<file path="config.mk">
export PLATFORM = sky130hd
export DESIGN_NAME = windowed_guard_timer
export DESIGN_NICKNAME = d
export VERILOG_FILES = /design/src/hw/guard_pkg.sv /design/src/hw/guard_clock_tick.sv /design/src/hw/guard_reset_flag.sv /design/src/hw/windowed_guard_timer.sv
export SDC_FILE = /design/constraint.sdc
export NUM_CORES = 1
export LEC_CHECK = 0
export BUFFER_PORTS_ARGS = -buffer_cell sky130_fd_sc_hd__buf_2
export CORE_MARGIN = 2
export CORE_UTILIZATION = 35
export CTS_CLUSTER_SIZE = 16
export DETAILED_ROUTE_END_ITERATION = 8
export GPL_ROUTABILITY_DRIVEN = 0
export PLACE_DENSITY = 0.6
export SYNTH_ARGS = -nofsm -noshare
export SYNTH_HDL_FRONTEND = slang
export SYNTH_HIERARCHICAL = 1
export SYNTH_SLANG_ARGS = --single-unit
</file>
<file path="constraint.sdc">
create_clock -name clk_sys_i -period 2.9 [get_ports clk_sys_i]
set_input_delay 0.58 -clock clk_sys_i [delete_from_list [all_inputs] [get_ports clk_sys_i]]
set_output_delay 0.58 -clock clk_sys_i [all_outputs]
set_load 0.005 [all_outputs]
</file>
<file path="src/hw/guard_pkg.sv">
// Package for the windowed guard timer: offsets, fields, reset values and state carriers.
// Assumes a single 10 MHz system clock and a plain strobe register port.
package guard_pkg;

   // ----------------------------------------------------------------
   // Register offsets
   // ----------------------------------------------------------------
   localparam logic [3:0] ADDR_MODE = 4'h0;
   localparam logic [3:0] ADDR_RELOAD = 4'h1;
   localparam logic [3:0] ADDR_FEED = 4'h2;
   localparam logic [3:0] ADDR_COUNT = 4'h3;
   localparam logic [3:0] ADDR_WARN = 4'h4;
   localparam logic [3:0] ADDR_WINDOW = 4'h5;
   localparam logic [3:0] ADDR_STATUS = 4'h6;
   localparam logic [3:0] ADDR_MASK = 4'h7;
   localparam logic [3:0] ADDR_CLKSEL = 4'h8;

   // ----------------------------------------------------------------
   // Field positions and values
   // ----------------------------------------------------------------
   localparam int MODE_EN_BIT = 0;
   localparam int MODE_RESET_BIT = 1;
   localparam int MODE_TOFLAG_BIT = 2;
   localparam int MODE_WARN_BIT = 3;
   localparam int ST_TIMEOUT_BIT = 0;
   localparam int ST_WARN_BIT = 1;
   localparam int ST_BADFEED_BIT = 2;
   localparam logic [7:0] FEED_FIRST = 8'haa;
   localparam logic [7:0] FEED_SECOND = 8'h55;
   localparam logic [23:0] RELOAD_MIN = 24'h0000ff;
   localparam logic [23:0] RELOAD_RESET = 24'h0000ff;
   localparam logic [23:0] WINDOW_RESET = 24'hffffff;
   localparam logic [9:0] WARN_RESET = 10'h000;
   localparam logic [1:0] PRESCALE_LAST = 2'h3;
   localparam int TICK_DIV_LAST = 7;
   localparam logic [2:0] TICK_DIV_LAST3 = 3'h7;
   localparam logic [2:0] STATUS_RESET = 3'h0;

   typedef enum logic [1:0] {
      FEED_IDLE = 2'b00,
      FEED_ARMED = 2'b01
   } feed_state_e;

   typedef struct packed {
      logic enable;
      logic reset_mode;
      logic warn_en;
   } mode_s;

   typedef struct packed {
      mode_s mode;
      logic [23:0] reload;
      logic [23:0] window;
      logic [9:0] warn_point;
      logic [23:0] count;
      logic [1:0] prescale;
      feed_state_e feed;
      logic [2:0] status;
      logic [2:0] mask;
      logic clk_sel;
      logic chip_reset;
      logic irq;
      logic [31:0] rdata;
   } guard_state_s;

   function automatic logic [23:0] clamp_reload(input logic [23:0] v);
      return (v < RELOAD_MIN) ? RELOAD_MIN : v;
   endfunction

endpackage

</file>
<file path="src/hw/guard_clock_tick.sv">
// Edge detector that turns the chosen oscillator into one-cycle ticks.
// Assumes both oscillator inputs are slower than half the system clock.
`timescale 1ns/1ps
module guard_clock_tick
   import guard_pkg::*;
(
   input wire logic clk_sys_i,
   input wire logic rst_b_i,
   input wire logic sel_i,
   input wire logic osc_rc_i,
   input wire logic osc_lp_i,
   output logic tick_o
);
   logic [1:0] rc_sync_q;
   logic [1:0] lp_sync_q;
   logic last_q;
   logic now_w;

   // ----------------------------------------------------------------
   // Synchronisers and rising edge detect
   // ----------------------------------------------------------------
   assign now_w = sel_i ? lp_sync_q[1] : rc_sync_q[1];

   always_ff @(posedge clk_sys_i or negedge rst_b_i) begin
      if (!rst_b_i) begin
         rc_sync_q <= 2'h0;
         lp_sync_q <= 2'h0;
         last_q <= 1'b0;
         tick_o <= 1'b0;
      end else begin
         rc_sync_q <= {rc_sync_q[0], osc_rc_i};
         lp_sync_q <= {lp_sync_q[0], osc_lp_i};
         last_q <= now_w;
         tick_o <= now_w & ~last_q;
      end
   end
endmodule

</file>
<file path="src/hw/guard_reset_flag.sv">
// Sticky flag that records a guard-timer reset; cleared only by power-on reset or software.
// Assumes a separate power-on reset that the chip reset does not drive.
`timescale 1ns/1ps
module guard_reset_flag
   import guard_pkg::*;
(
   input wire logic clk_sys_i,
   input wire logic por_b_i,
   input wire logic set_i,
   input wire logic clear_i,
   output logic flag_o
);
   // ----------------------------------------------------------------
   // Flag, set wins over clear
   // ----------------------------------------------------------------
   always_ff @(posedge clk_sys_i or negedge por_b_i) begin
      if (!por_b_i) begin
         flag_o <= 1'b0;
      end else if (set_i) begin
         flag_o <= 1'b1;
      end else if (clear_i) begin
         flag_o <= 1'b0;
      end
   end
endmodule

</file>
<file path="src/hw/windowed_guard_timer.sv">
// Windowed guard timer: 24-bit down counter, feed checking, window, warning and chip reset.
// Assumes rst_b_i is the chip reset, por_b_i the power-on reset, and a single 10 MHz clock.
//
// Operation
// - Reset chip when counter expires unfed
// - Window mode accepts feeds only at or below limit
// - Optional warning before time-out
// - Enable is sticky until reset; the code also clears it on any fault
// - Bad feed gives reset or interrupt
// - Flag shows last reset was guard
// - 24-bit counter through prescaler
// - Period 256x4 to 2^24x4 cycles
// - Software selects guard clock source
//
// The implementer's own choices: the register offsets and strobed register access.
`timescale 1ns/1ps
module windowed_guard_timer
   import guard_pkg::*;
(
   input wire logic clk_sys_i,
   input wire logic rst_b_i,
   input wire logic por_b_i,
   input wire logic osc_rc_i,
   input wire logic osc_lp_i,
   input wire logic [3:0] addr_i,
   input wire logic [31:0] wdata_i,
   input wire logic wr_i,
   input wire logic rd_i,
   output logic [31:0] rdata_o,
   output logic irq_o,
   output logic chip_reset_o,
   output logic reset_flag_o
);
   guard_state_s s_q;
   guard_state_s s_d;
   logic tick_w;
   logic flag_w;
   logic flag_clr_w;
   logic expire_w;
   logic feed_ok_w;
   logic feed_bad_w;
   logic fault_w;
   logic warn_w;
   logic [23:0] next_count_w;

   // ----------------------------------------------------------------
   // Clock tick and persistent flag
   // ----------------------------------------------------------------
   guard_clock_tick guard_clock_tick_i (
      .clk_sys_i(clk_sys_i),
      .rst_b_i(rst_b_i),
      .sel_i(s_q.clk_sel),
      .osc_rc_i(osc_rc_i),
      .osc_lp_i(osc_lp_i),
      .tick_o(tick_w)
   );

   assign flag_clr_w = wr_i && (addr_i == ADDR_MODE) && wdata_i[MODE_TOFLAG_BIT];

   guard_reset_flag guard_reset_flag_i (
      .clk_sys_i(clk_sys_i),
      .por_b_i(por_b_i),
      .set_i(s_q.chip_reset),
      .clear_i(flag_clr_w),
      .flag_o(flag_w)
   );

   // ----------------------------------------------------------------
   // Feed and expiry decode
   // ----------------------------------------------------------------
   always_comb begin
      feed_ok_w = 1'b0;
      feed_bad_w = 1'b0;
      if (wr_i && s_q.mode.enable) begin
         if (addr_i == ADDR_FEED) begin
            if (s_q.feed == FEED_ARMED && wdata_i[7:0] == FEED_SECOND) begin
               if (s_q.count > s_q.window) begin
                  feed_bad_w = 1'b1;
               end else begin
                  feed_ok_w = 1'b1;
               end
            end else if (s_q.feed == FEED_ARMED || wdata_i[7:0] != FEED_FIRST) begin
               feed_bad_w = 1'b1;
            end
         end else if (s_q.feed == FEED_ARMED) begin
            feed_bad_w = 1'b1;
         end
      end
   end

   assign expire_w = s_q.mode.enable && tick_w && (s_q.prescale == PRESCALE_LAST) && (s_q.count == 24'h000000);
   assign fault_w = expire_w || feed_bad_w;
   assign next_count_w = s_q.count - 24'h000001;
   assign warn_w = s_q.mode.warn_en && s_q.mode.enable && (s_q.count == {14'h0000, s_q.warn_point})
                   && tick_w && (s_q.prescale == PRESCALE_LAST);

   // ----------------------------------------------------------------
   // Next state
   // ----------------------------------------------------------------
   always_comb begin
      s_d = s_q;
      s_d.chip_reset = 1'b0;
      s_d.rdata = 32'h00000000;
      // Feed sequence tracking
      case (s_q.feed)
         FEED_IDLE: begin
            if (wr_i && addr_i == ADDR_FEED && wdata_i[7:0] == FEED_FIRST && s_q.mode.enable) begin
               s_d.feed = FEED_ARMED;
            end
         end
         FEED_ARMED: begin
            if (wr_i) begin
               s_d.feed = FEED_IDLE;
            end
         end
         default: begin
            s_d.feed = FEED_IDLE;
         end
      endcase
      // Counter with divide-by-four prescaler
      if (s_q.mode.enable && tick_w) begin
         s_d.prescale = s_q.prescale + 2'h1;
         if (s_q.prescale == PRESCALE_LAST && s_q.count != 24'h000000) begin
            s_d.count = next_count_w;
         end
      end
      if (feed_ok_w) begin
         s_d.count = s_q.reload;
         s_d.prescale = 2'h0;
      end
      // Register writes
      if (wr_i) begin
         case (addr_i)
            ADDR_MODE: begin
               if (wdata_i[MODE_EN_BIT]) begin
                  s_d.mode.enable = 1'b1;
               end
               if (!s_q.mode.enable) begin
                  s_d.mode.reset_mode = wdata_i[MODE_RESET_BIT];
               end else if (wdata_i[MODE_RESET_BIT]) begin
                  s_d.mode.reset_mode = 1'b1;
               end
               s_d.mode.warn_en = wdata_i[MODE_WARN_BIT];
            end
            ADDR_RELOAD: begin
               s_d.reload = clamp_reload(wdata_i[23:0]);
               if (!s_q.mode.enable) begin
                  s_d.count = clamp_reload(wdata_i[23:0]);
               end
            end
            ADDR_WARN: s_d.warn_point = wdata_i[9:0];
            ADDR_WINDOW: s_d.window = wdata_i[23:0];
            ADDR_MASK: s_d.mask = wdata_i[2:0];
            ADDR_CLKSEL: begin
               if (!s_q.mode.enable) begin
                  s_d.clk_sel = wdata_i[0];
               end
            end
            default: begin
            end
         endcase
      end
      // Register reads; status read clears
      if (rd_i) begin
         case (addr_i)
            ADDR_MODE: s_d.rdata = {28'h0000000, s_q.mode.warn_en, flag_w, s_q.mode.reset_mode, s_q.mode.enable};
            ADDR_RELOAD: s_d.rdata = {8'h00, s_q.reload};
            ADDR_COUNT: s_d.rdata = {8'h00, s_q.count};
            ADDR_WARN: s_d.rdata = {22'h000000, s_q.warn_point};
            ADDR_WINDOW: s_d.rdata = {8'h00, s_q.window};
            ADDR_STATUS: begin
               s_d.rdata = {29'h00000000, s_q.status};
               s_d.status = STATUS_RESET;
            end
            ADDR_MASK: s_d.rdata = {29'h00000000, s_q.mask};
            ADDR_CLKSEL: s_d.rdata = {31'h00000000, s_q.clk_sel};
            default: s_d.rdata = 32'h00000000;
         endcase
      end
      // Faults: status bits set after read-clear so set wins
      if (warn_w) begin
         s_d.status[ST_WARN_BIT] = 1'b1;
      end
      if (expire_w) begin
         s_d.status[ST_TIMEOUT_BIT] = 1'b1;
      end
      if (feed_bad_w) begin
         s_d.status[ST_BADFEED_BIT] = 1'b1;
      end
      if (fault_w) begin
         if (s_q.mode.reset_mode) begin
            s_d.chip_reset = 1'b1;
         end
         s_d.mode.enable = 1'b0;
      end
      s_d.irq = |(s_d.status & s_d.mask);
   end

   // ----------------------------------------------------------------
   // State register
   // ----------------------------------------------------------------
   always_ff @(posedge clk_sys_i or negedge rst_b_i) begin
      if (!rst_b_i) begin
         s_q <= '{mode: '{enable: 1'b0, reset_mode: 1'b0, warn_en: 1'b0},
                  reload: RELOAD_RESET, window: WINDOW_RESET, warn_point: WARN_RESET,
                  count: RELOAD_RESET, prescale: 2'h0, feed: FEED_IDLE, status: STATUS_RESET,
                  mask: 3'h0, clk_sel: 1'b0, chip_reset: 1'b0, irq: 1'b0, rdata: 32'h00000000};
      end else begin
         s_q <= s_d;
      end
   end

   assign rdata_o = s_q.rdata;
   assign irq_o = s_q.irq;
   assign chip_reset_o = s_q.chip_reset;
   assign reset_flag_o = flag_w;

   // ----------------------------------------------------------------
   // Checks
   // ----------------------------------------------------------------
   a_expiry_resets: assert property (@(posedge clk_sys_i) disable iff (!rst_b_i)
      (expire_w && s_q.mode.reset_mode) |=> chip_reset_o)
      else $error("expiry did not reset chip");
   a_window_early: assert property (@(posedge clk_sys_i) disable iff (!rst_b_i)
      (feed_ok_w) |-> (s_q.count <= s_q.window))
      else $error("feed accepted above window");
   a_enable_sticky: assert property (@(posedge clk_sys_i) disable iff (!rst_b_i)
      (s_q.mode.enable && !fault_w) |=> s_q.mode.enable)
      else $error("enable dropped");
   a_badfeed_flag: assert property (@(posedge clk_sys_i) disable iff (!rst_b_i)
      feed_bad_w |=> s_q.status[ST_BADFEED_BIT])
      else $error("bad feed not flagged");
   a_flag_follows: assert property (@(posedge clk_sys_i) disable iff (!por_b_i)
      chip_reset_o |=> reset_flag_o)
      else $error("reset flag not set");
   a_count_step: assert property (@(posedge clk_sys_i) disable iff (!rst_b_i)
      (tick_w && s_q.mode.enable && s_q.prescale != PRESCALE_LAST && !wr_i) |=> $stable(s_q.count))
      else $error("counter stepped without prescale");
   a_reload_floor: assert property (@(posedge clk_sys_i) disable iff (!rst_b_i)
      s_q.reload >= RELOAD_MIN)
      else $error("reload below floor");
   a_clksel_lock: assert property (@(posedge clk_sys_i) disable iff (!rst_b_i)
      s_q.mode.enable |=> (s_q.clk_sel == $past(s_q.clk_sel)))
      else $error("clock source changed while running");
   a_irq_level: assert property (@(posedge clk_sys_i) disable iff (!rst_b_i)
      (s_q.status[ST_WARN_BIT] && s_q.mask[ST_WARN_BIT]) |-> irq_o)
      else $error("irq missing");
   a_early_feed: assert property (@(posedge clk_sys_i) disable iff (!rst_b_i)
      (wr_i && addr_i == ADDR_FEED && s_q.feed == FEED_ARMED && s_q.count > s_q.window && s_q.mode.enable)
      |-> feed_bad_w)
      else $error("early feed not faulted");

   // ----------------------------------------------------------------
   // Checks: faults and enable
   // ----------------------------------------------------------------
   a_reset_pulse: assert property (@(posedge clk_sys_i) disable iff (!rst_b_i)
      chip_reset_o |=> !chip_reset_o)
      else $error("chip reset longer than one cycle");
   a_reset_cause: assert property (@(posedge clk_sys_i) disable iff (!rst_b_i)
      chip_reset_o |-> $past(fault_w))
      else $error("chip reset without fault");
   a_timeout_flag: assert property (@(posedge clk_sys_i) disable iff (!rst_b_i)
      expire_w |=> s_q.status[ST_TIMEOUT_BIT])
      else $error("expiry not flagged");
   a_irq_mode_quiet: assert property (@(posedge clk_sys_i) disable iff (!rst_b_i)
      (fault_w && !s_q.mode.reset_mode) |=> !chip_reset_o)
      else $error("chip reset in interrupt mode");
   a_fault_disables: assert property (@(posedge clk_sys_i) disable iff (!rst_b_i)
      fault_w |=> !s_q.mode.enable)
      else $error("fault left timer enabled");
   a_enable_set: assert property (@(posedge clk_sys_i) disable iff (!rst_b_i)
      (wr_i && addr_i == ADDR_MODE && wdata_i[MODE_EN_BIT] && !fault_w) |=> s_q.mode.enable)
      else $error("enable write lost");
   a_reset_mode_sticky: assert property (@(posedge clk_sys_i) disable iff (!rst_b_i)
      (s_q.mode.enable && s_q.mode.reset_mode) |=> s_q.mode.reset_mode)
      else $error("reset mode dropped while running");

   // ----------------------------------------------------------------
   // Checks: counter
   // ----------------------------------------------------------------
   a_disabled_still: assert property (@(posedge clk_sys_i) disable iff (!rst_b_i)
      (!s_q.mode.enable && !wr_i) |=> ($stable(s_q.count) && $stable(s_q.prescale)))
      else $error("counter moved while disabled");
   a_count_dec: assert property (@(posedge clk_sys_i) disable iff (!rst_b_i)
      (s_q.mode.enable && tick_w && s_q.prescale == PRESCALE_LAST && s_q.count != 24'h000000 && !wr_i)
      |=> (s_q.count == $past(s_q.count) - 24'h000001))
      else $error("counter did not step down");
   a_prescale_step: assert property (@(posedge clk_sys_i) disable iff (!rst_b_i)
      (s_q.mode.enable && tick_w && !wr_i) |=> (s_q.prescale == $past(s_q.prescale) + 2'h1))
      else $error("prescaler did not step");
   a_count_zero_hold: assert property (@(posedge clk_sys_i) disable iff (!rst_b_i)
      (s_q.mode.enable && s_q.count == 24'h000000 && !wr_i) |=> (s_q.count == 24'h000000))
      else $error("counter wrapped below zero");
   a_reload_load: assert property (@(posedge clk_sys_i) disable iff (!rst_b_i)
      (wr_i && addr_i == ADDR_RELOAD && wdata_i[23:0] >= RELOAD_MIN) |=> (s_q.reload == $past(wdata_i[23:0])))
      else $error("reload write lost");
   a_count_read: assert property (@(posedge clk_sys_i) disable iff (!rst_b_i)
      (rd_i && addr_i == ADDR_COUNT) |=> (rdata_o == {8'h00, $past(s_q.count)}))
      else $error("count read wrong");

   // ----------------------------------------------------------------
   // Checks: feed sequence
   // ----------------------------------------------------------------
   a_feed_reload: assert property (@(posedge clk_sys_i) disable iff (!rst_b_i)
      feed_ok_w |=> (s_q.count == $past(s_q.reload) && s_q.prescale == 2'h0))
      else $error("feed did not reload");
   a_late_feed_ok: assert property (@(posedge clk_sys_i) disable iff (!rst_b_i)
      (wr_i && addr_i == ADDR_FEED && s_q.feed == FEED_ARMED && wdata_i[7:0] == FEED_SECOND
       && s_q.mode.enable && s_q.count <= s_q.window) |-> feed_ok_w)
      else $error("feed inside window refused");
   a_arm_step: assert property (@(posedge clk_sys_i) disable iff (!rst_b_i)
      (wr_i && addr_i == ADDR_FEED && wdata_i[7:0] == FEED_FIRST && s_q.mode.enable && s_q.feed == FEED_IDLE)
      |=> (s_q.feed == FEED_ARMED))
      else $error("first feed word not taken");
   a_arm_clears: assert property (@(posedge clk_sys_i) disable iff (!rst_b_i)
      (s_q.feed == FEED_ARMED && wr_i) |=> (s_q.feed == FEED_IDLE))
      else $error("feed sequence stuck");
   a_stray_write: assert property (@(posedge clk_sys_i) disable iff (!rst_b_i)
      (s_q.feed == FEED_ARMED && wr_i && addr_i != ADDR_FEED && s_q.mode.enable) |-> feed_bad_w)
      else $error("write inside feed not faulted");
   a_bad_feed_second: assert property (@(posedge clk_sys_i) disable iff (!rst_b_i)
      (wr_i && addr_i == ADDR_FEED && s_q.feed == FEED_ARMED && wdata_i[7:0] != FEED_SECOND && s_q.mode.enable)
      |-> feed_bad_w)
      else $error("wrong second feed word not faulted");
   a_bad_feed_first: assert property (@(posedge clk_sys_i) disable iff (!rst_b_i)
      (wr_i && addr_i == ADDR_FEED && s_q.feed == FEED_IDLE && wdata_i[7:0] != FEED_FIRST && s_q.mode.enable)
      |-> feed_bad_w)
      else $error("wrong first feed word not faulted");

   // ----------------------------------------------------------------
   // Checks: flags and register port
   // ----------------------------------------------------------------
   a_warn_flag: assert property (@(posedge clk_sys_i) disable iff (!rst_b_i)
      warn_w |=> s_q.status[ST_WARN_BIT])
      else $error("warning not flagged");
   a_warn_quiet: assert property (@(posedge clk_sys_i) disable iff (!rst_b_i)
      (!s_q.status[ST_WARN_BIT] && !warn_w) |=> !s_q.status[ST_WARN_BIT])
      else $error("warning flagged without event");
   a_status_sticky: assert property (@(posedge clk_sys_i) disable iff (!rst_b_i)
      (s_q.status[ST_BADFEED_BIT] && !(rd_i && addr_i == ADDR_STATUS)) |=> s_q.status[ST_BADFEED_BIT])
      else $error("bad feed flag lost");
   a_status_clear: assert property (@(posedge clk_sys_i) disable iff (!rst_b_i)
      (rd_i && addr_i == ADDR_STATUS && !fault_w && !warn_w) |=> (s_q.status == STATUS_RESET))
      else $error("status read did not clear");
   a_flag_read: assert property (@(posedge clk_sys_i) disable iff (!rst_b_i)
      (rd_i && addr_i == ADDR_MODE) |=> (rdata_o[MODE_TOFLAG_BIT] == $past(reset_flag_o)))
      else $error("reset flag read wrong");
   a_flag_clear: assert property (@(posedge clk_sys_i) disable iff (!por_b_i)
      (flag_clr_w && !chip_reset_o) |=> !reset_flag_o)
      else $error("reset flag not cleared");
   a_flag_hold: assert property (@(posedge clk_sys_i) disable iff (!por_b_i)
      (reset_flag_o && !flag_clr_w) |=> reset_flag_o)
      else $error("reset flag lost");
   a_clksel_write: assert property (@(posedge clk_sys_i) disable iff (!rst_b_i)
      (wr_i && addr_i == ADDR_CLKSEL && !s_q.mode.enable) |=> (s_q.clk_sel == $past(wdata_i[0])))
      else $error("clock source write lost");
endmodule

</file>
==> summary.txt <==
total gr overflow: 0
Syn Area/Cell: 10.1 um^2
setup ws final: 0.122 ns
starting density of the core: 0.354
worst skew pair latency: 0.43 ns
Final Net Count: 828
DR vias: 5684
placed cell areas: 0.00771 mm^2
Slew headroom: 0.562
GRT Overall Usage: 0.188
Detailed Place HPWL: 13300 um
Leak: 0.00359 uW
Design Area, Final: 0.00833 mm^2
Max Cap Violations: 0
worst path cell trace: inv_1 > ha_1 > nand4_1 > or4_1 > nand3_2 > o22ai_2 > buf_12 > a2111oi_1 > a211oi_1
via/cell ratio: 5.46
maximum clock rate: 360 MHz
sequential share of the synthesized area: 0.458
Most used DFF post-synth: dfrtp_1
Worst path max stage delay: 0.61 ns
DR iter-0 viols: 524
drt drc: 0
WP buf/inv: 2
Root Buffer: clkbuf_16
critical-path maximum fanout: 17
initial antenna violation count: 0
CTS max path bufs: 2
CTS Buf Count: 17
outcome: complete, no violations
fillers: 1999
fraction of layout cells with a size suffix above 1: 0.313
critical path startpoint category: register
WS Path Type: reg2reg
Synth Cell Area: 0.00710 mm^2
CP Capture Type: register
ANT cells: 0
Core Box Area: 0.0200 mm^2
worst hold slack: 0.155 ns
most frequent cells in the layout: dfrtp_1 (88), nor3_1 (75), nor2_1 (70)
data arrival time of the critical path: 3.11 ns
Area growth, synth to finish: 17.4%
CP max-delay cell: or4_1
asr flop ratio synth: 1.00
Synth top area share: 0.310
Fin. Hold Viols: 0
io pins: 78
die height: 146 um
post-synth cell types: 58
Final Slew Violations: 0
Cells after Synth: 703
CP required: 3.24 ns
DRT antenna net count: 0
Finish-stage setup viols: 0
CP delay by family, top: simple AND/OR/NAND/NOR gates
Die X-Extent: 146 um
port buffer count: 61
Final period util: 0.958
Final Critical Period: 2.78 ns
CTS tree: done
pre-CTS setup slack: -0.187 ns
commonest non-fill, non-tap cell in the layout: dfrtp_1
count of flip-flops with a built-in enable after synthesis: 0
Area contributors post-synth: dfrtp_1 (31%), dfstp_2 (15%), mux2_2 (8.9%)
Cell Count Post-Placement: 1007
most area-hungry cell type in the Yosys netlist: dfrtp_1
worst vdd ir: 0.314 mV
worst slew pin tran: 0.652 ns
Fin Clk Skew: 0.00870 ns
Worst-path clk slew: 0.06 ns
DR WL/cell: 18.9 um
total power per unit cell area: 754 mW/mm^2
DRT Pass-1 Iters: 5
synth warn: 6
DIE AREA: 0.0214 mm^2
vias in the first global route: 5573
Row Count: 52
first-pass GRT wire length: 31100 um
Hold WC Path Type: in2async
pin count of the biggest net entering global routing: 67
Sink Count: 128
register bit total from synthesis: 128
Layout Cells excl Fill: 1041
H-tree Lvls: 4
wirelength, routed: 19600 um
setup_tns: 0 ns
where the power goes:
part / internal, uW / total [uW] / switching (uW)
registers: 2270 / 2730 / 457
clock network: 1390 / 2190 / 796
logic: 671 / 1360 / 692
sequential cells by signal, indices dropped and copies added, names as in the netlist:
| register | count |
|---|---|
| s_q | 95 |
| rdata_o | 24 |
| guard_clock_tick_i/lp_sync_q | 2 |
| guard_clock_tick_i/rc_sync_q | 2 |
| chip_reset_o | 1 |
| guard_clock_tick_i/last_q | 1 |
| guard_clock_tick_i/tick_o | 1 |
| guard_reset_flag_i/flag_o | 1 |
| irq_o | 1 |
worst register-to-register path, stage by stage, from the launching register on:
cell and delay (ns):
dfstp_2 0.54, inv_1 0.04, ha_1 0.31, nand4_1 0.23
or4_1 0.61, nand3_2 0.12, o22ai_2 0.12, buf_12 0.18
a2111oi_1 0.46, a211oi_1 0.08
cell usage after synthesis, types with 3 or more instances:
| cell type | count |
|---|---|
| mux2_2 | 56 |
| a22oi_1 | 19 |
| a21oi_1 | 22 |
| dfstp_2 | 40 |
| xor2_1 | 25 |
| nand4_1 | 14 |
| nor3b_1 | 3 |
| o21ai_0 | 15 |
| nor2b_1 | 3 |
| nand2b_1 | 6 |
| nor3_1 | 78 |
| or4_1 | 4 |
| and3_1 | 3 |
| inv_1 | 27 |
| nor4_1 | 22 |
| a22o_1 | 3 |
| xnor2_1 | 7 |
| clkbuf_1 | 33 |
| nor2_1 | 70 |
| dfrtp_1 | 88 |
| a2111oi_0 | 3 |
| a222oi_1 | 14 |
| buf_2 | 5 |
| ha_1 | 27 |
| or3_1 | 4 |
| nand3_1 | 11 |
| nand2_1 | 22 |
| a31oi_1 | 5 |
| buf_4 | 32 |
| a211oi_1 | 6 |
final cells by class:
class                   instances  area (um^2)  area share
clock inverters                10          135      0.0162
multi-input cells             482         3380       0.406
repair buffers                102          659      0.0791
clock buffers                  22          464      0.0557
flip-flops and latches        128         3250       0.390
inverters                      27          101      0.0122
well taps                     270          338      0.0405
worst paths after layout:
kind                                                   end  slack (ns)  cells after the start                            start
min in group clk_sys_i     guard_clock_tick_i/lp_sync_q[0]        0.27                      1                         osc_lp_i
max                                                s_q[46]        0.12                      9                          s_q[98]
min reg2reg                guard_clock_tick_i/rc_sync_q[1]        0.36                      0  guard_clock_tick_i/rc_sync_q[0]
max in group asynchronous                         s_q[104]        1.99                      2                          rst_b_i
max reg2reg                                        s_q[46]        0.12                      9                          s_q[98]
min                                            rdata_o[11]        0.15                      1                          rst_b_i
metrics by stage:
stage               utilization  total power [uW]
finish                    0.416              6280
detailed placement        0.385              4080
CTS                       0.415              6290
global placement          0.385              4050
floorplan                     -              3620
global route              0.416              6650
kinds of logic after synthesis:
logic type      count (synthesis)  share of synthesized area
compound gates                104                      0.108
xor+xnor                       32                     0.0395
fa+ha+maj                      27                     0.0476
buf+inv                       100                     0.0728
flops                         128                      0.458
mux                            58                     0.0924
other cells                     1                   0.000528
simple gates                  253                      0.181
timing repair:
item | 4_1_cts | 5_1_grt
setup endpoints to repair | 0 | 24
gates resized for setup | 0 | 3
hold endpoints to repair | 1 | 0
hold buffers | 1 | 0
setup buffers | 0 | 1
metal layers:
layer / part of all wire / wire, um / up-vias / global-route usage
met5: 0 / 0 / - / 0
met4: 0.024 / 473 / 0 / 0.0782
met3: 0.059 / 1170 / 43 / 0.0403
met2: 0.47 / 9180 / 193 / 0.293
met1: 0.45 / 8820 / 2825 / 0.255
li1: - / - / 2623 / -
Note: power is estimated with default switching activity, not from simulation.
